**config.mk**
```make
export PLATFORM = sky130hd
export DESIGN_NAME = tmr_top
export DESIGN_NICKNAME = d
export VERILOG_FILES = /design/src/inc/tmr_pkg.sv /design/src/inc/tmr_link_if.sv /design/src/design/tmr_prescaler.sv /design/src/design/tmr_qsync.sv /design/src/design/tmr_top.sv
export SDC_FILE = /design/constraint.sdc
export NUM_CORES = 1
export LEC_CHECK = 0
export BUFFER_PORTS_ARGS = -buffer_cell sky130_fd_sc_hd__buf_2
export CORE_ASPECT_RATIO = 1.25
export CORE_UTILIZATION = 46
export DETAILED_ROUTE_END_ITERATION = 8
export PLACE_DENSITY = 0.86
export SETUP_SLACK_MARGIN = 0.1
export SKIP_CTS_REPAIR_TIMING = 1
export SYNTH_ARGS = -nofsm -noshare
export SYNTH_HDL_FRONTEND = slang
export SYNTH_HIERARCHICAL = 1
export SYNTH_SLANG_ARGS = --single-unit
```
**constraint.sdc**
```tcl
create_clock -name clk -period 1.8 [get_ports clk]
set_input_delay 0.36 -clock clk [delete_from_list [all_inputs] [get_ports clk]]
set_output_delay 0.36 -clock clk [all_outputs]
set_load 0.02 [all_outputs]
```
**src/inc/tmr_pkg.sv**
```systemverilog
package tmr_pkg;
	// Register byte offsets on the AXI4-Lite bus
	localparam logic [7:0] TMR_OFS_COUNT = 8'h00; // Count register, read/write
	localparam logic [7:0] TMR_OFS_OPTION = 8'h04; // Source, edge, assignment and rate
	localparam logic [7:0] TMR_OFS_IRQ_CTRL = 8'h08; // Interrupt control register
	localparam logic [7:0] TMR_OFS_STATUS = 8'h0c; // Sticky event status, read only
	localparam logic [7:0] TMR_OFS_CLEAR = 8'h10; // Write one to clear status
	localparam logic [7:0] TMR_OFS_ENABLE = 8'h14; // Interrupt enable, status layout

	// Option register field positions
	localparam int TMR_OPT_CSS = 5; // Clock source select
	localparam int TMR_OPT_EDGE = 4; // Source edge select
	localparam int TMR_OPT_ASSIGN = 3; // Prescaler assignment, one means watchdog
	localparam int TMR_OPT_RATE_HI = 2; // Top bit of the rate field
	localparam int TMR_OPT_RATE_LO = 0; // Low bit of the rate field

	// Interrupt control field positions
	localparam int TMR_IRQ_EN_BIT = 5; // Overflow interrupt enable
	localparam int TMR_IRQ_FLAG_BIT = 2; // Overflow flag, also its status bit

	// Values after reset, and the count's top value before a wrap
	localparam logic [7:0] TMR_OPTION_RST = 8'hff;
	localparam logic [7:0] TMR_COUNT_RST = 8'h00;
	localparam logic [7:0] TMR_COUNT_MAX = 8'hff;

	// Timing: the clock is the oscillator, four phases make one instruction cycle
	localparam int TMR_OSC_PERIOD_NS = 4;
	localparam int TMR_PHASES = 16 / TMR_OSC_PERIOD_NS;
	localparam logic [1:0] TMR_Q2 = 2'h1; // Phase index of the second phase clock
	localparam logic [1:0] TMR_Q4 = 2'h3; // Phase index of the fourth phase clock
	localparam logic [1:0] TMR_HOLD_CYCLES = 2'h2; // Increment hold-off after a write

	// AXI responses
	localparam logic [1:0] TMR_RESP_OKAY = 2'h0;
	localparam logic [1:0] TMR_RESP_SLVERR = 2'h2;
endpackage

```
**src/inc/tmr_link_if.sv**
```systemverilog
`timescale 1ns/1ps
// Signals between the counter core, the prescaler and the phase synchroniser
interface tmr_link_if;
	logic src_level; // Count source level, qualifying edge is its rise
	logic pre_clr; // Clear the prescaler count
	logic [2:0] rate; // Prescale rate field
	logic assign_wdt; // Prescaler belongs to the watchdog
	logic wdt_tick; // Watchdog oscillator tick
	logic pre_out; // Prescaler output level toward the synchroniser
	logic pre_tap; // Selected prescaler stage, watchdog side
	logic run; // Low while asleep
	logic phase_hi; // High during the third and fourth phases
	logic inc; // One-cycle increment request
	logic cyc_end; // One-cycle pulse after each instruction cycle
	modport pre (input src_level, pre_clr, rate, assign_wdt, wdt_tick,
		output pre_out, pre_tap);
	modport sync (input pre_out, run, output phase_hi, inc, cyc_end);
	modport core (output src_level, pre_clr, rate, assign_wdt, wdt_tick, run,
		input pre_out, pre_tap, phase_hi, inc, cyc_end);
endinterface

```
**src/design/tmr_prescaler.sv**
```systemverilog
`timescale 1ns/1ps
// Shared 8-bit prescaler; each stage toggles on the fall of the one before
module tmr_prescaler (
	// Clock and reset
	input wire logic clk,
	input wire logic rst_b,
	// Link to the core
	tmr_link_if.pre lnk
);
	logic [7:0] cnt_reg; // Ripple stages, not visible to software
	logic prev_reg; // Source level one cycle ago
	logic rise; // Qualifying input event

	// Watchdog ticks feed it when assigned there, else source rises
	assign rise = lnk.assign_wdt ? lnk.wdt_tick : (lnk.src_level & ~prev_reg);

	// Edge memory for the source level
	always_ff @(posedge clk)
	begin
		if (!rst_b)
			prev_reg <= 1'b0;
		else
			prev_reg <= lnk.src_level;
	end

	// Binary count equals the ripple chain, so every stage is a square wave
	always_ff @(posedge clk)
	begin
		if (!rst_b)
			cnt_reg <= 8'h00;
		else if (lnk.pre_clr)
			cnt_reg <= 8'h00;
		else if (rise)
			cnt_reg <= cnt_reg + 8'h01;
	end

	// Stage n gives 1:2^(n+1); the counter bypasses it when it is assigned to the watchdog
	assign lnk.pre_tap = cnt_reg[lnk.rate];
	assign lnk.pre_out = lnk.assign_wdt ? lnk.src_level : cnt_reg[lnk.rate];
endmodule

```
**src/design/tmr_qsync.sv**
```systemverilog
`timescale 1ns/1ps
// Phase generator and two-phase sampler of the prescaler output
module tmr_qsync (
	// Clock and reset
	input wire logic clk,
	input wire logic rst_b,
	// Link to the core
	tmr_link_if.sync lnk
);
	logic [1:0] phase_reg; // Q1..Q4 as 0..3
	logic samp_q2_reg; // Sample taken at the second phase
	logic samp_q4_reg; // Sample taken at the fourth phase
	logic primed_reg; // First Q4 after reset has passed
	logic inc_reg; // Increment pulse
	logic end_reg; // Instruction cycle end pulse

	// Free-running phase clocks; the source level rises once per cycle
	always_ff @(posedge clk)
	begin
		if (!rst_b)
			phase_reg <= 2'h0;
		else
			phase_reg <= phase_reg + 2'h1;
	end
	assign lnk.phase_hi = phase_reg[1];

	// Sampling on Q2 then Q4 bounds the needed high and low time to two periods
	always_ff @(posedge clk)
	begin
		if (!rst_b)
		begin
			samp_q2_reg <= 1'b0;
			samp_q4_reg <= 1'b0;
		end
		else if (phase_reg == tmr_pkg::TMR_Q2)
			samp_q2_reg <= lnk.pre_out;
		else if (phase_reg == tmr_pkg::TMR_Q4)
			samp_q4_reg <= lnk.pre_out;
	end

	// Increment on a sampled rise; asleep, the sampler keeps sampling but no increment is issued
	always_ff @(posedge clk)
	begin
		if (!rst_b)
		begin
			inc_reg <= 1'b0;
			end_reg <= 1'b0;
			primed_reg <= 1'b0;
		end
		else
		begin
			end_reg <= (phase_reg == tmr_pkg::TMR_Q4);
			// Rise between the last Q4 and this Q2 sample, or between Q2 and now
			inc_reg <= (phase_reg == tmr_pkg::TMR_Q4) && lnk.run && primed_reg
				&& ((samp_q2_reg && !samp_q4_reg) || (!samp_q2_reg && lnk.pre_out));
			// The first Q4 only loads, so a reset level is never taken as an edge
			if (phase_reg == tmr_pkg::TMR_Q4)
				primed_reg <= 1'b1;
		end
	end
	assign lnk.inc = inc_reg;
	assign lnk.cyc_end = end_reg;
endmodule

```
**src/design/tmr_top.sv**
```systemverilog
`timescale 1ns/1ps
// Contract
// - 8-bit count wraps FF to 00, sets flag
// - Timer mode counts every instruction cycle when unprescaled
// - Counter mode counts external edges, edge selectable
// - Count write holds increments two instruction cycles
// - Prescaler serves counter or watchdog, never both
// - Rate field 1:2..1:256; watchdog assignment gives 1:1
// - Prescaler count is not software accessible
// - Interrupt request only while enable bit set
// - Counter stops during sleep
// - External input sampled after prescaler at Q2,Q4
// - Prescaler is ripple style, symmetric output
// - Count updates a latency after external edge
// - Count write resets a counter-owned prescaler, watchdog clear a watchdog-owned one
module tmr_top (
	// Clock and reset
	input wire logic clk,
	input wire logic rst_b,
	// AXI4-Lite write address and data
	input wire logic [7:0] s_axi_awaddr,
	input wire logic s_axi_awvalid,
	output logic s_axi_awready,
	input wire logic [31:0] s_axi_wdata,
	input wire logic [3:0] s_axi_wstrb,
	input wire logic s_axi_wvalid,
	output logic s_axi_wready,
	// AXI4-Lite write response
	output logic [1:0] s_axi_bresp,
	output logic s_axi_bvalid,
	input wire logic s_axi_bready,
	// AXI4-Lite read
	input wire logic [7:0] s_axi_araddr,
	input wire logic s_axi_arvalid,
	output logic s_axi_arready,
	output logic [31:0] s_axi_rdata,
	output logic [1:0] s_axi_rresp,
	output logic s_axi_rvalid,
	input wire logic s_axi_rready,
	// Count pin and device state
	input wire logic external_count_input,
	input wire logic sleep_mode,
	// Watchdog side
	input wire logic wdt_clear,
	input wire logic wdt_osc_tick,
	output logic wdt_post_level,
	// Interrupt
	output logic irq
);
	tmr_link_if lnk ();

	logic [7:0] count_reg; // Count register
	logic [7:0] option_reg; // Source, edge, assignment, rate
	logic overflow_flag_reg; // Sticky overflow flag
	logic overflow_irq_enable_reg; // Interrupt enable
	logic [1:0] hold_reg; // Instruction cycles left in the hold-off
	logic irq_reg; // Registered interrupt output
	logic wdt_post_reg; // Registered watchdog stage
	logic aw_have_reg; // Write address held
	logic w_have_reg; // Write data held
	logic [7:0] aw_addr_reg; // Held write address
	logic [31:0] w_data_reg; // Held write data
	logic w_lane0_reg; // Low byte lane enabled
	logic bvalid_reg; // Write response pending
	logic [1:0] bresp_reg; // Write response code
	logic awready_reg; // Write address ready
	logic wready_reg; // Write data ready
	logic arready_reg; // Read address ready
	logic rvalid_reg; // Read data pending
	logic [31:0] rdata_reg; // Read data
	logic [1:0] rresp_reg; // Read response code
	logic do_write; // Both halves held, response slot free
	logic wr_count; // Write to the count register
	logic wr_option; // Write to the option register
	logic wr_irq_ctrl; // Write to interrupt control
	logic wr_clear; // Write to the clear register
	logic wr_enable; // Write to the enable register
	logic count_step; // Increment accepted this cycle
	logic flag_next; // Next overflow flag
	logic enable_next; // Next interrupt enable

	// Write decode, only the low byte lane holds register bits
	assign do_write = aw_have_reg && w_have_reg && !bvalid_reg;
	assign wr_count = do_write && w_lane0_reg && (aw_addr_reg == tmr_pkg::TMR_OFS_COUNT);
	assign wr_option = do_write && w_lane0_reg && (aw_addr_reg == tmr_pkg::TMR_OFS_OPTION);
	assign wr_irq_ctrl = do_write && w_lane0_reg
		&& (aw_addr_reg == tmr_pkg::TMR_OFS_IRQ_CTRL);
	assign wr_clear = do_write && w_lane0_reg && (aw_addr_reg == tmr_pkg::TMR_OFS_CLEAR);
	assign wr_enable = do_write && w_lane0_reg && (aw_addr_reg == tmr_pkg::TMR_OFS_ENABLE);

	// Decides whether a byte address is one of ours
	function automatic logic tmr_mapped(input logic [7:0] addr);
		tmr_mapped = (addr == tmr_pkg::TMR_OFS_COUNT) || (addr == tmr_pkg::TMR_OFS_OPTION)
			|| (addr == tmr_pkg::TMR_OFS_IRQ_CTRL) || (addr == tmr_pkg::TMR_OFS_STATUS)
			|| (addr == tmr_pkg::TMR_OFS_CLEAR) || (addr == tmr_pkg::TMR_OFS_ENABLE);
	endfunction

	// Write address and data are taken in either order and held
	always_ff @(posedge clk)
	begin
		if (!rst_b)
		begin
			aw_have_reg <= 1'b0;
			w_have_reg <= 1'b0;
			aw_addr_reg <= 8'h00;
			w_data_reg <= 32'h0000_0000;
			w_lane0_reg <= 1'b0;
		end
		else if (do_write)
		begin
			// Both freed at once; ready returns once the response is accepted
			aw_have_reg <= 1'b0;
			w_have_reg <= 1'b0;
		end
		else
		begin
			if (s_axi_awvalid && awready_reg)
			begin
				aw_have_reg <= 1'b1;
				aw_addr_reg <= {s_axi_awaddr[7:2], 2'h0};
			end
			if (s_axi_wvalid && wready_reg)
			begin
				w_have_reg <= 1'b1;
				w_data_reg <= s_axi_wdata;
				w_lane0_reg <= s_axi_wstrb[0];
			end
		end
	end

	// Write response, unmapped addresses answer SLVERR
	always_ff @(posedge clk)
	begin
		if (!rst_b)
		begin
			bvalid_reg <= 1'b0;
			bresp_reg <= tmr_pkg::TMR_RESP_OKAY;
		end
		else if (do_write)
		begin
			bvalid_reg <= 1'b1;
			bresp_reg <= tmr_mapped(aw_addr_reg) ? tmr_pkg::TMR_RESP_OKAY
				: tmr_pkg::TMR_RESP_SLVERR;
		end
		else if (s_axi_bready)
			bvalid_reg <= 1'b0;
	end
	// Readies are flops: low from the take of a half until its response is accepted
	always_ff @(posedge clk)
	begin
		if (!rst_b)
		begin
			awready_reg <= 1'b1;
			wready_reg <= 1'b1;
		end
		else
		begin
			if (s_axi_awvalid && awready_reg)
				awready_reg <= 1'b0;
			else if (bvalid_reg && s_axi_bready)
				awready_reg <= 1'b1;
			if (s_axi_wvalid && wready_reg)
				wready_reg <= 1'b0;
			else if (bvalid_reg && s_axi_bready)
				wready_reg <= 1'b1;
		end
	end
	assign s_axi_awready = awready_reg;
	assign s_axi_wready = wready_reg;
	assign s_axi_bvalid = bvalid_reg;
	assign s_axi_bresp = bresp_reg;

	// Read channel; the prescaler count has no address at all
	always_ff @(posedge clk)
	begin
		if (!rst_b)
		begin
			arready_reg <= 1'b1;
			rvalid_reg <= 1'b0;
			rdata_reg <= 32'h0000_0000;
			rresp_reg <= tmr_pkg::TMR_RESP_OKAY;
		end
		else if (s_axi_arvalid && arready_reg)
		begin
			arready_reg <= 1'b0;
			rvalid_reg <= 1'b1;
			rresp_reg <= tmr_mapped({s_axi_araddr[7:2], 2'h0}) ? tmr_pkg::TMR_RESP_OKAY
				: tmr_pkg::TMR_RESP_SLVERR;
			case ({s_axi_araddr[7:2], 2'h0})
				tmr_pkg::TMR_OFS_COUNT: rdata_reg <= {24'h00_0000, count_reg};
				tmr_pkg::TMR_OFS_OPTION: rdata_reg <= {24'h00_0000, option_reg};
				tmr_pkg::TMR_OFS_IRQ_CTRL:
					rdata_reg <= (32'(overflow_irq_enable_reg) << tmr_pkg::TMR_IRQ_EN_BIT)
						| (32'(overflow_flag_reg) << tmr_pkg::TMR_IRQ_FLAG_BIT);
				tmr_pkg::TMR_OFS_STATUS:
					rdata_reg <= 32'(overflow_flag_reg) << tmr_pkg::TMR_IRQ_FLAG_BIT;
				tmr_pkg::TMR_OFS_ENABLE:
					rdata_reg <= 32'(overflow_irq_enable_reg) << tmr_pkg::TMR_IRQ_FLAG_BIT;
				default: rdata_reg <= 32'h0000_0000;
			endcase
		end
		else if (rvalid_reg && s_axi_rready)
		begin
			rvalid_reg <= 1'b0;
			arready_reg <= 1'b1;
		end
	end
	assign s_axi_arready = arready_reg;
	assign s_axi_rvalid = rvalid_reg;
	assign s_axi_rdata = rdata_reg;
	assign s_axi_rresp = rresp_reg;

	// Option register; switching assignment on the fly is allowed
	always_ff @(posedge clk)
	begin
		if (!rst_b)
			option_reg <= tmr_pkg::TMR_OPTION_RST;
		else if (wr_option)
			option_reg <= w_data_reg[7:0];
	end

	// Count source: phase clock in timer mode, chosen pin edge in counter mode
	always_comb
	begin
		if (option_reg[tmr_pkg::TMR_OPT_CSS])
			lnk.src_level = external_count_input ^ option_reg[tmr_pkg::TMR_OPT_EDGE];
		else
			lnk.src_level = lnk.phase_hi && !sleep_mode;
	end
	assign lnk.rate = option_reg[tmr_pkg::TMR_OPT_RATE_HI:tmr_pkg::TMR_OPT_RATE_LO];
	assign lnk.assign_wdt = option_reg[tmr_pkg::TMR_OPT_ASSIGN];
	assign lnk.wdt_tick = wdt_osc_tick;
	assign lnk.run = !sleep_mode;
	// A count write clears only a counter-owned prescaler
	assign lnk.pre_clr = lnk.assign_wdt ? wdt_clear : wr_count;

	tmr_prescaler u_pre (
		.clk(clk),
		.rst_b(rst_b),
		.lnk(lnk)
	);

	tmr_qsync u_sync (
		.clk(clk),
		.rst_b(rst_b),
		.lnk(lnk)
	);

	// Increments are dropped during the hold-off and while asleep
	assign count_step = lnk.inc && (hold_reg == 2'h0) && !sleep_mode;

	// Hold-off counts whole instruction cycles after a count write
	always_ff @(posedge clk)
	begin
		if (!rst_b)
			hold_reg <= 2'h0;
		else if (wr_count)
			hold_reg <= tmr_pkg::TMR_HOLD_CYCLES;
		else if (lnk.cyc_end && hold_reg != 2'h0)
			hold_reg <= hold_reg - 2'h1;
	end

	// Count register, a write beats a same-cycle increment
	always_ff @(posedge clk)
	begin
		if (!rst_b)
			count_reg <= tmr_pkg::TMR_COUNT_RST;
		else if (wr_count)
			count_reg <= w_data_reg[7:0];
		else if (count_step)
			count_reg <= count_reg + 8'h01;
	end

	// Flag: wrap sets it, software clears it, and a set beats a clear
	always_comb
	begin
		flag_next = overflow_flag_reg;
		if (wr_clear && w_data_reg[tmr_pkg::TMR_IRQ_FLAG_BIT])
			flag_next = 1'b0;
		if (count_step && count_reg == tmr_pkg::TMR_COUNT_MAX)
			flag_next = 1'b1;
	end

	// Enable lives in the control register and aliases in the enable register
	always_comb
	begin
		enable_next = overflow_irq_enable_reg;
		if (wr_irq_ctrl)
			enable_next = w_data_reg[tmr_pkg::TMR_IRQ_EN_BIT];
		else if (wr_enable)
			enable_next = w_data_reg[tmr_pkg::TMR_IRQ_FLAG_BIT];
	end

	// Flag, enable and the registered interrupt level
	always_ff @(posedge clk)
	begin
		if (!rst_b)
		begin
			overflow_flag_reg <= 1'b0;
			overflow_irq_enable_reg <= 1'b0;
			irq_reg <= 1'b0;
		end
		else
		begin
			overflow_flag_reg <= flag_next;
			overflow_irq_enable_reg <= enable_next;
			irq_reg <= flag_next && enable_next;
		end
	end
	assign irq = irq_reg;

	// Watchdog sees the selected stage only while it owns the prescaler
	always_ff @(posedge clk)
	begin
		if (!rst_b)
			wdt_post_reg <= 1'b0;
		else
			wdt_post_reg <= lnk.assign_wdt && lnk.pre_tap;
	end
	assign wdt_post_level = wdt_post_reg;
endmodule

```
Yosys cells after proc, flatten, opt, wreduce, memory -nomap -nowiden
Cells that the tools add are included.
- register bits: 96
- bits of input ports: 63
- output and inout port bits: 43
- logic and storage cells: 137
- $add $sub $neg: 4
- order comparisons: 1
- equality and inequality tests: 13
- multiplexer cells: 26
- bitwise logic cells: 7
- reductions and logical operators: 57
- operator list (kind ; count):
    8-bit case mux with 5 select lines ; 1
    1-bit logical AND ; 26
    6-bit by 2-bit == test with 1-bit output (second input constant) ; 4
    6-bit by 3-bit == test with 1-bit output (second input constant) ; 4
    1-bit two-way mux ; 18
    8-bit by 1-bit adder with 8-bit output (second input constant) ; 2
    8-bit two-way mux ; 2
    2-bit nonzero test ; 7
    6-bit by 1-bit == test with 1-bit output (second input constant) ; 2
    1-bit logical OR ; 11
    8-bit == test (second input constant) ; 1
    8-bit logical NOT ; 1
    2-bit two-way mux ; 4
    6-bit logical NOT ; 1
    6-bit by 3-bit OR with 6-bit output ; 1
    2-bit AND reduction ; 3
    2-bit OR reduction ; 3
    1-bit logical NOT ; 4
    3-bit by 4-bit < comparator with 1-bit output (second input constant) ; 1
    1-bit inverter ; 4
    1-bit binary-select mux with 3-bit select ; 1
    2-bit by 1-bit adder with 2-bit output (second input constant) ; 1
    2-bit by 1-bit == test with 1-bit output (second input constant) ; 1
    2-bit == test (second input constant) ; 1
    other kinds (4) ; 4

Longest topological paths before layout
Gate-level depths: netlist of run 1.
- depth after elaboration: 8
- depth in mapped cells: 8
- depth with buffers taken out: 6

Modules after synthesis
Netlist of run 1, hierarchy kept.
- modules (own cells, without submodules) (module ; times used ; cells an instance ; area an instance (um^2) ; sequential area each (um^2)):
    tmr_top ; 1 ; 291 ; 2491.1 ; 1081.0
    tmr_prescaler ; 1 ; 51 ; 490.5 ; 180.2
    tmr_qsync ; 1 ; 22 ; 252.7 ; 140.1

Least setup slack after synthesis of run 1
No wires, ideal clock.
- kind: flip-flop to flip-flop
- start point: reg bvalid_reg (netlist: s_axi_bvalid)
- end point: reg u_pre.cnt_reg[0]
- setup time: 124 ps
- arrival time: 1724 ps
- required time: 1676 ps
- slack: -48 ps
- stages on the path, launching flop included: 9
- path buffers: 3
- clock period less this slack: 1848 ps
- cell sequence: dfxtp_1 > and3b_1 > clkbuf_1 > nand4b_2 > clkbuf_1 > o21ai_1 > nand2b_1 > buf_1 > nor2_1
- word-level cells in the longest chain between the ends: 6
- RTL lines (item ; line ; text):
    start: declaration ; tmr_top.sv:64 ; logic bvalid_reg;
    start signal: assignment ; tmr_top.sv:136 ; bvalid_reg <= 1'b0;
    start signal: assignment ; tmr_top.sv:141 ; bvalid_reg <= 1'b1;
    start signal: assignment ; tmr_top.sv:146 ; bvalid_reg <= 1'b0;
    1-bit logical NOT ; tmr_top.sv:83 ; assign do_write = aw_have_reg && w_have_reg && !bvalid_reg;
    1-bit logical AND ; tmr_top.sv:83 ;
    1-bit logical AND (2 in series) ; tmr_top.sv:84 ; assign wr_count = do_write && w_lane0_reg && (aw_addr_reg == tmr_pkg::TMR_OFS_COUNT);
    1-bit two-way mux ; tmr_top.sv:235 ; assign lnk.pre_clr = lnk.assign_wdt ? wdt_clear : wr_count;
    named net lnk.pre_clr ; tmr_link_if.sv:5 ; logic pre_clr;
    2-bit OR reduction (no line) ; -- ;
    end signal: assignment ; tmr_prescaler.sv:34 ; cnt_reg <= cnt_reg + 8'h01;
    end: declaration ; tmr_prescaler.sv:10 ; logic [7:0] cnt_reg;
The timed path passes the listed nets, and every way through them passes these cells.
A chain may end at the register's enable or synchronous reset.

Final worst setup path of run 1
- start point: reg hold_reg[0]
- end point: reg count_reg[5]
- word-level cells in the longest chain between the ends: 4
- RTL lines (item ; line ; text):
    start: declaration ; tmr_top.sv:56 ; logic [1:0] hold_reg;
    start signal: assignment ; tmr_top.sv:258 ; hold_reg <= tmr_pkg::TMR_HOLD_CYCLES;
    start signal: assignment ; tmr_top.sv:260 ; hold_reg <= hold_reg - 2'h1;
    2-bit logical NOT ; tmr_top.sv:250 ; assign count_step = lnk.inc && (hold_reg == 2'h0) && !sleep_mode;
    1-bit logical AND (2 in series) ; tmr_top.sv:250 ;
    2-bit nonzero test (no line) ; -- ;
    end signal: assignment ; tmr_top.sv:267 ; count_reg <= tmr_pkg::TMR_COUNT_RST;
    end signal: assignment ; tmr_top.sv:269 ; count_reg <= w_data_reg[7:0];
    end signal: assignment ; tmr_top.sv:271 ; count_reg <= count_reg + 8'h01;
    end: declaration ; tmr_top.sv:52 ; logic [7:0] count_reg;
Every way passes these cells.

==> results.md, run 1 <==
- Outcome: completed
- Seq/Total Area, Yosys: 43.3%
- Clock Skews: 0.0114 ns
- Share of cells above drive strength 1: 21.3%
- Post-Route Setup TNS: 0 ns
- Cells on worst reg2reg path: 6
- CP required: 2.06 ns
- Count leader, synth: dfxtp_1
- Max FO, Critical Path: 5
- Die area: 7370 um^2
- GP Congestion: 0.933
- Non-filler cells, final: 510
- Tcrit/Tclk final: 88.0%
- Netlist cell types: 54
- Post-synth top area share: 43.3%
- Switch Pwr: 859 uW
- Dpl cells: 494
- Initial antenna violation count: 0
- Largest net degree at the start of global routing: 24
- Pre-CTS setup slack: 0.0659 ns
- HP Class: primary input to flip-flop
- Min Tclk post-route: 1.58 ns
- PortBufs: 48
- H-tree depth: 3
- RSZ-0062 raised after global routing: no
- P per Cell Area: 865 nW/um^2
- Setup slack after layout: 0.217 ns
- 1st-iter DRT viols: 80
- Setup-failing EPs final: 0
- Post-synth ARST share: 0%
- Final hold violations: 0
- ANT cells: 0
- End of the critical path: count_reg[5]$_SDFFE_PN0P_
- Critical path cell sequence: inv_1, ha_1, nand3b_1, nor3_1, xnor2_1, a211oi_1
- Sequential Power Share: 51.2%
- DR vias: 2,640
- Nature of the critical path startpoint: flip-flop
- Synth area leaders: dfxtp_1 43%, mux2i_1 7.1%, buf_4 6.3%
- Slew Viols, Final: 0
- R2r endpoint: count_reg[5]$_SDFFE_PN0P_
- Longest Clk Path Bufs: 2
- Clk_lat worst skew: 0.35 ns
- Synth top cells by count: 70 x dfxtp_1, 54 x nand2_1, 30 x a21oi_1
- CP endpoint kind: flip-flop
- Post-Route WL: 6560 um
- Top_reg_cell synth: dfxtp_1
- Vias in the first global route: 2,425
- DPL Wire Length: 4820 um
- Syn avg cell area: 8.89 um^2
- Critical-path top delay cell: nor3_1
- Starting Density: 48.4%
- Vias/cell: 5.18
- CTS tree: done
- NumNets Final: 486
- DRC viols: 0
- Critical Path Max Stage Delay: 0.32 ns
- R2r setup slk: 0.22 ns
- Wire length per cell: 12.9 um
- Die span in x: 77 um
- CTS root buf: clkbuf_8
- I/O pins: 106
- CP arrival: 1.85 ns
- Comb power frac: 9.7%
- Pleak: 0.00159 uW
- Clock power frac: 39.1%
- Mapped Cells: 364
- GR Overflow Total: 0
- Core box area: 6690 um^2
- Cell Area, Synth: 3230 um^2
- Max-cap violations: 0
- CTS buffer count: 9
- Drt pass-1 iters: 4
- Yosys reg bits: 70
- Ys Warns: 6
- Die height: 95.8 um
- Achievable Freq: 632 MHz
- Area leader, netlist: dfxtp_1
- First-pass GRT wire length: 11,000 um
- Post-synth EDFFs: 0
- Sw frac: 26.7%
- CTS sink cnt: 70
- Peak supply drop: 0.551 mV
- Reg-to-Reg Start: hold_reg[0]$_SDFFE_PP0P_
- FP Rows: 33
- Crit path from: hold_reg[0]$_SDFFE_PP0P_
- Gr usage total: 19.2%
- P&R area growth vs syn: 14.9%
- P_int: 2360 uW
- Antenna viol nets, final: 0
- Clk slew on worst S/H paths: 0.08 ns
- Setup Crit Path Kind: flip-flop to flip-flop
cells by family (layout without fill, tap and decap cells):
| family | after synthesis | count (layout) | share of synthesized area (%) |
|---|---|---|---|
| other | 1 | 26 | 0.116 |
| buffers and inverters | 45 | 79 | 8.47 |
| AND/OR/NAND/NOR | 128 | 128 | 20.4 |
| AO/OA/AOI/OAI | 74 | 74 | 13.2 |
| adder cells (fa/ha/maj) | 5 | 5 | 1.93 |
| XOR/XNOR | 16 | 16 | 4.33 |
| multiplexers | 25 | 25 | 8.16 |
| flip-flops | 70 | 70 | 43.3 |
worst min-delay path by stage:
stage                                              start                              to  slack [ns]  cells past startpoint
after detailed placement  u_sync/phase_reg[0]$_SDFF_PN0_  u_sync/phase_reg[0]$_SDFF_PN0_        0.44                      1
after global placement    u_sync/phase_reg[0]$_SDFF_PN0_  u_sync/phase_reg[0]$_SDFF_PN0_        0.44                      1
after floorplan           u_sync/phase_reg[0]$_SDFF_PN0_  u_sync/phase_reg[0]$_SDFF_PN0_        0.42                      1
final                                    s_axi_awaddr[5]     aw_addr_reg[5]$_SDFFE_PN0P_        0.24                      3
after global routing                     s_axi_awaddr[5]     aw_addr_reg[5]$_SDFFE_PN0P_        0.24                      3
after CTS                                s_axi_awaddr[3]     aw_addr_reg[3]$_SDFFE_PN0P_        0.23                      3
per-stage QoR:
step	hold slack (ns)	total power, uW	util (%)	cell area (um^2)
after floorplan	0.422	1930	-	3340
after global placement	0.436	1980	52.3	3500
after detailed placement	0.444	1990	52.3	3500
after CTS	0.226	3240	55.3	3700
after global routing	0.243	3340	55.6	3720
final	0.243	3220	55.6	3720
cells in the final DEF (no fill, tap or decap), types with 4 or more instances in the layout:
cell type,instances
nand3_1,4
buf_4,8
ha_1,5
xor2_1,10
a21oi_1,30
nor2b_1,5
and2_1,4
mux2i_1,23
buf_2,48
conb_1,26
nor2_1,25
inv_1,6
dfxtp_1,68
a211oi_1,4
nand2_1,54
o211ai_1,4
nand2b_1,6
xnor2_1,6
o21ai_0,19
o21ai_1,7
clkbuf_8,9
power by group through the flow:
stage / clock (uW) / combinational, uW / sequential (uW)
2_1_floorplan: 0 / 242 / 1680
3_3_place_gp: 0 / 301 / 1680
3_5_place_dp: 0 / 308 / 1680
4_1_cts: 1290 / 310 / 1640
5_1_grt: 1340 / 347 / 1650
6_report: 1260 / 311 / 1650
critical path: cells and delay by family, from the launching register on:
kind	cells	cell delay, ns
and+or+nand+nor	2	0.58
DFF	1	0.30
AOI/OAI and AO/OA	1	0.23
adders and majority gates	1	0.21
xor gates and xnor gates	1	0.11
buffers and inverters	1	0.08
metal layers:
layer,vias to the layer above,global-route usage (%),routed length [um]
li1,1322,-,-
met1,1218,22.0,2700
met2,84,32.9,3250
met3,16,4.55,379
met4,0,11.0,234
met5,-,0,0
final cells by class:
| type | count | area, um^2 |
|---|---|---|
| inverters | 7 | 26.3 |
| repair buffers | 56 | 300 |
| flip-flops and latches | 70 | 1400 |
| clock inverters | 7 | 73.8 |
| multi-input cells | 274 | 1680 |
| well taps | 87 | 109 |
| clock buffers | 9 | 124 |
| fillers | 610 | 2970 |
No activity file was read; power rests on OpenSTA's default activity.
==> inputs of run 2 (changes only) <==
--- a/config.mk
+++ b/config.mk
@@ -9,7 +9,7 @@
 export CORE_ASPECT_RATIO = 1.25
 export CORE_UTILIZATION = 46
 export DETAILED_ROUTE_END_ITERATION = 8
-export PLACE_DENSITY = 0.86
+export PLACE_DENSITY = 0.77
 export SETUP_SLACK_MARGIN = 0.1
 export SKIP_CTS_REPAIR_TIMING = 1
 export SYNTH_ARGS = -nofsm -noshare
==> results.md, run 2 (same netlist as run 1, synthesis figures left out) <==
- HP Class: primary input to flip-flop (unchanged)
- DPL Wire Length: 4650 um (was 4820 um)
- R2r endpoint: s_axi_rdata[4]$_SDFFE_PN0P_ (was count_reg[5]$_SDFFE_PN0P_)
- CTS root buf: clkbuf_8 (unchanged)
- Final hold violations: 0 (unchanged)
- Setup slack after layout: 0.193 ns (was 0.217 ns)
- Post-Route Setup TNS: 0 ns (unchanged)
- Share of cells above drive strength 1: 20.3% (was 21.3%)
- CP arrival: 1.89 ns (was 1.85 ns)
- P&R area growth vs syn: 14.7% (was 14.9%)
- Commonest non-fill, non-tap cell in the layout: dfxtp_1 (unchanged)
- Setup Crit Path Kind: flip-flop to flip-flop (unchanged)
- Post-Route WL: 6400 um (was 6560 um)
- P per Cell Area: 870 nW/um^2 (was 865 nW/um^2)
- CTS buffer count: 9 (unchanged)
- CP endpoint kind: flip-flop (unchanged)
- R2r setup slk: 0.19 ns (was 0.22 ns)
- Dpl cells: 494 (unchanged)
- Largest net degree at the start of global routing: 24 (unchanged)
- Vias/cell: 5.01 (was 5.18)
- Starting Density: 48.4% (unchanged)
- Post-route cell area: 3710 um^2 (was 3720 um^2)
- H-tree depth: 3 (unchanged)
- CTS tree: done (unchanged)
- DRC viols: 0 (unchanged)
- Gr usage total: 17.5% (was 19.2%)
- RSZ-0062 raised after global routing: no (unchanged)
- Slew Viols, Final: 0 (unchanged)
- FP Rows: 33 (unchanged)
- Setup-failing EPs final: 0 (unchanged)
- GR Overflow Total: 0 (unchanged)
- End of the critical path: s_axi_rdata[4]$_SDFFE_PN0P_ (was count_reg[5]$_SDFFE_PN0P_)
- Pre-CTS setup slack: 0.0977 ns (was 0.0659 ns)
- Die area: 7370 um^2 (unchanged)
- Outcome: completed (unchanged)
- Max-cap violations: 0 (unchanged)
- Most frequent cells in the layout: 69 x dfxtp_1, 54 x nand2_1, 48 x buf_2 (was 68 x dfxtp_1, 54 x nand2_1, 48 x buf_2)
- Reg-to-Reg Start: s_axi_arready$_SDFFE_PN1P_ (was hold_reg[0]$_SDFFE_PP0P_)
- Non-filler cells, final: 510 (unchanged)
- I/O pins: 106 (unchanged)
- PortBufs: 48 (unchanged)
- Cells on worst reg2reg path: 4 (was 6)
- Peak supply drop: 0.540 mV (was 0.551 mV)
- Longest Clk Path Bufs: 2 (unchanged)
- Vias in the first global route: 2,284 (was 2,425)
- DR vias: 2,554 (was 2,640)
- CP required: 2.08 ns (was 2.06 ns)
- Drt pass-1 iters: 4 (unchanged)
- First-pass GRT wire length: 10,100 um (was 11,000 um)
- Nature of the critical path startpoint: flip-flop (unchanged)
- Die height: 95.8 um (unchanged)
- Achievable Freq: 622 MHz (was 632 MHz)
- GP Congestion: 0.847 (was 0.933)
- NumNets Final: 486 (unchanged)
- CTS sink cnt: 70 (unchanged)
- Clock Skews: 0.00996 ns (was 0.0114 ns)
- 1st-iter DRT viols: 104 (was 80)
- Die span in x: 77 um (unchanged)
- Max FO, Critical Path: 6 (was 5)
- Clk_lat worst skew: 0.35 ns (about the same)
- Tcrit/Tclk final: 89.3% (was 88.0%)
- Crit path from: s_axi_arready$_SDFFE_PN1P_ (was hold_reg[0]$_SDFFE_PP0P_)
- Pleak: 0.00159 uW (about the same)
- Final hold slack: 0.242 ns (was 0.243 ns)
- Initial antenna violation count: 0 (unchanged)
- ANT cells: 0 (unchanged)
- Min Tclk post-route: 1.61 ns (was 1.58 ns)
- Placed cell areas: 3500 um^2 (unchanged)
- Core box area: 6690 um^2 (unchanged)
- Antenna viol nets, final: 0 (unchanged)
- Clk slew on worst S/H paths: 0.08 ns (about the same)
- Wire length per cell: 12.6 um (was 12.9 um)
-- run 2: worst min path at each step --
stage / start / end / slack (ns) / cells past startpoint
floorplan: u_sync/phase_reg[0]$_SDFF_PN0_ / u_sync/phase_reg[0]$_SDFF_PN0_ / 0.42 / 1
global placement: u_sync/phase_reg[0]$_SDFF_PN0_ / u_sync/phase_reg[0]$_SDFF_PN0_ / 0.44 / 1
detailed placement: u_sync/phase_reg[0]$_SDFF_PN0_ / u_sync/phase_reg[0]$_SDFF_PN0_ / 0.44 / 1
CTS: s_axi_awaddr[2] / aw_addr_reg[2]$_SDFFE_PN0P_ / 0.23 / 3
global route: s_axi_awaddr[3] / aw_addr_reg[3]$_SDFFE_PN0P_ / 0.23 / 3
finish: s_axi_awaddr[5] / aw_addr_reg[5]$_SDFFE_PN0P_ / 0.24 / 3
-- run 2: power breakdown --
| group | switching, uW | internal (uW) |
|---|---|---|
| Clock | 593 | 678 |
| Sequential | 46.7 | 1600 |
| Combinational | 197 | 113 |
| Total | 837 | 2390 |
-- run 2: layer usage --
layer / global-route usage, % / up-vias / wire length, um
li1: - / 1315 / -
met1: 20.5 / 1172 / 2920
met2: 31.0 / 58 / 3170
met3: 3.41 / 9 / 227
met4: 8.49 / 0 / 83
met5: 0 / - / 0
-- run 2: layout make-up --
type | instances | area (um^2)
clock buffer | 11 | 141
fill | 634 | 2980
sequential | 70 | 1400
inverter | 7 | 26.3
multi-input combinational | 274 | 1670
tap | 87 | 109
clock inverter | 5 | 58.8
timing repair buffer | 56 | 300
-- run 2: metrics by stage --
stage / total power (uW) / util, %
3_3_place_gp: 1980 / 52.3
2_1_floorplan: 1930 / -
5_1_grt: 3350 / 55.5
3_5_place_dp: 1990 / 52.3
6_report: 3230 / 55.5
4_1_cts: 3250 / 55.3
-- run 2: critical path, stage by stage (launching register included) --
cell	delay [ns]
dfxtp_1	0.38
nand2_2	0.10
or4_4	0.44
or4_4	0.47
o21ai_1	0.15
==> inputs of run 3 (changes only) <==
==> constraint.sdc (replaced) <==
create_clock -name clk -period 1.8 [get_ports clk]
set_input_delay 0.36 -clock clk [delete_from_list [all_inputs] [get_ports clk]]
set_output_delay 0.36 -clock clk [all_outputs]
set_load 0.01 [all_outputs]
==> results.md, run 3 (same netlist as run 1, synthesis figures left out) <==
- Outcome: completed (unchanged)
- Core Util, Final: 55.9% (was 55.5%)
- Max-cap violations: 0 (unchanged)
- DR vias: 2,628 (was 2,554)
- Clk slew on worst S/H paths: 0.08 ns (about the same)
- Drt pass-1 iters: 4 (unchanged)
- P&R area growth vs syn: 15.6% (was 14.7%)
- First-pass GRT wire length: 11,000 um (was 10,100 um)
- ANT cells: 0 (unchanged)
- Register area: 1400 um^2 (unchanged)
- H-tree depth: 3 (unchanged)
- PortBufs: 48 (unchanged)
- GR Overflow Total: 0 (unchanged)
- Nature of the critical path startpoint: flip-flop (unchanged)
- Starting Density: 48.4% (unchanged)
- Core box area: 6690 um^2 (unchanged)
- CP arrival: 1.89 ns (about the same)
- CP endpoint kind: flip-flop (unchanged)
- Largest net degree at the start of global routing: 24 (unchanged)
- Vias in the first global route: 2,471 (was 2,284)
- CTS root buf: clkbuf_8 (unchanged)
- Clk_lat worst skew: 0.36 ns (was 0.35 ns)
- Clock Skews: 0.0135 ns (was 0.00996 ns)
- Share of cells above drive strength 1: 20.6% (was 20.3%)
- Pleak: 0.00160 uW (was 0.00159 uW)
- Pre-CTS setup slack: 0.104 ns (was 0.0977 ns)
- Post-route cell area: 3740 um^2 (was 3710 um^2)
- Setup-failing EPs final: 0 (unchanged)
- Peak supply drop: 0.609 mV (was 0.540 mV)
- Longest Clk Path Bufs: 2 (unchanged)
- CTS buffer count: 9 (unchanged)
- CTS sink cnt: 70 (unchanged)
- Post-Route Setup TNS: 0 ns (unchanged)
- 1st-iter DRT viols: 94 (was 104)
- Die area: 7370 um^2 (unchanged)
- P per Cell Area: 927 nW/um^2 (was 870 nW/um^2)
- Min Tclk post-route: 1.60 ns (was 1.61 ns)
- CTS tree: done (unchanged)
- NumNets Final: 486 (unchanged)
- Setup slack after layout: 0.205 ns (was 0.193 ns)
- RSZ-0062 raised after global routing: yes (was no)
- Vias/cell: 5.15 (was 5.01)
- Multi-input combinational cell area: 1660 um^2 (was 1670 um^2)
- Placed cell areas: 3490 um^2 (was 3500 um^2)
- # fillers: 622 (was 634)
- Antenna viol nets, final: 0 (unchanged)
- Die height: 95.8 um (unchanged)
- GP Congestion: 0.868 (was 0.847)
- Max FO, Critical Path: 6 (unchanged)
- Initial antenna violation count: 0 (unchanged)
- Setup Crit Path Kind: flip-flop to flip-flop (unchanged)
- Tcrit/Tclk final: 88.6% (was 89.3%)
- DRC viols: 0 (unchanged)
- CP required: 2.09 ns (was 2.08 ns)
- HP Class: primary input to flip-flop (unchanged)
- Most frequent cells in the layout: 69 x dfxtp_1, 54 x nand2_1, 48 x buf_2 (unchanged)
- FP Rows: 33 (unchanged)
- Final hold slack: 0.230 ns (was 0.242 ns)
- I/O pins: 106 (unchanged)
- Gr usage total: 19.3% (was 17.5%)
- Wire length per cell: 13.0 um (was 12.6 um)
- Post-Route WL: 6640 um (was 6400 um)
- Achievable Freq: 627 MHz (was 622 MHz)
- Die span in x: 77 um (unchanged)
- DPL Wire Length: 4760 um (was 4650 um)
- Commonest non-fill, non-tap cell in the layout: dfxtp_1 (unchanged)
- Slew Viols, Final: 0 (unchanged)
- Final hold violations: 0 (unchanged)
run 3: cell count changes in the layout (fill, tap and decap cells not counted), sizes merged:
cell	change
inv	+1
clkinvlp	-2
bufinv	+2
clkinv	+1
clkbuf	-2
run 3: worst max-delay path, stage by stage (launching register included):
cell     delay, ns
dfxtp_1       0.38
nand2_2       0.09
or4_4         0.44
or4_4         0.47
o21ai_1       0.15
run 3: through the flow:
step,power [uW],cells
final,3470,510
after global routing,3590,510
after CTS,3490,510
after detailed placement,1950,494
after global placement,1940,494
after floorplan,1890,389
run 3: path summary, 6_finish.rpt:
kind | slack [ns] | to | start | cells after the start
worst max-delay path | 0.20 | s_axi_rdata[4]$_SDFFE_PN0P_ | s_axi_arready$_SDFFE_PN1P_ | 4
worst min-delay path | 0.23 | aw_addr_reg[6]$_SDFFE_PN0P_ | s_axi_awaddr[6] | 3
worst max register to register | 0.20 | s_axi_rdata[4]$_SDFFE_PN0P_ | s_axi_arready$_SDFFE_PN1P_ | 4
worst min register to register | 0.45 | s_axi_rdata[3]$_SDFFE_PN0P_ | s_axi_rdata[3]$_SDFFE_PN0P_ | 2
run 3: cell type report:
| cell class | count | share of cell area [%] |
|---|---|---|
| multi-input combinational | 274 | 44.3 |
| sequential | 70 | 37.5 |
| timing repair buffer | 56 | 8.03 |
| clock buffer | 9 | 3.31 |
| clock inverter | 7 | 3.25 |
| tap | 87 | 2.91 |
| inverter | 7 | 0.703 |
run 3: layer usage:
metal | vias up | share of wire, % | wire, um | global-route usage, %
li1 | 1316 | - | - | -
met1 | 1220 | 43 | 2880 | 22.0
met2 | 70 | 49 | 3220 | 32.8
met3 | 22 | 3.8 | 250 | 2.65
met4 | 0 | 4.3 | 287 | 15.3
met5 | - | 0 | 0 | 0
run 3: report_power, final:
group,switching (uW),internal [uW]
logic,162,108
clock network,623,927
registers,47.2,1600
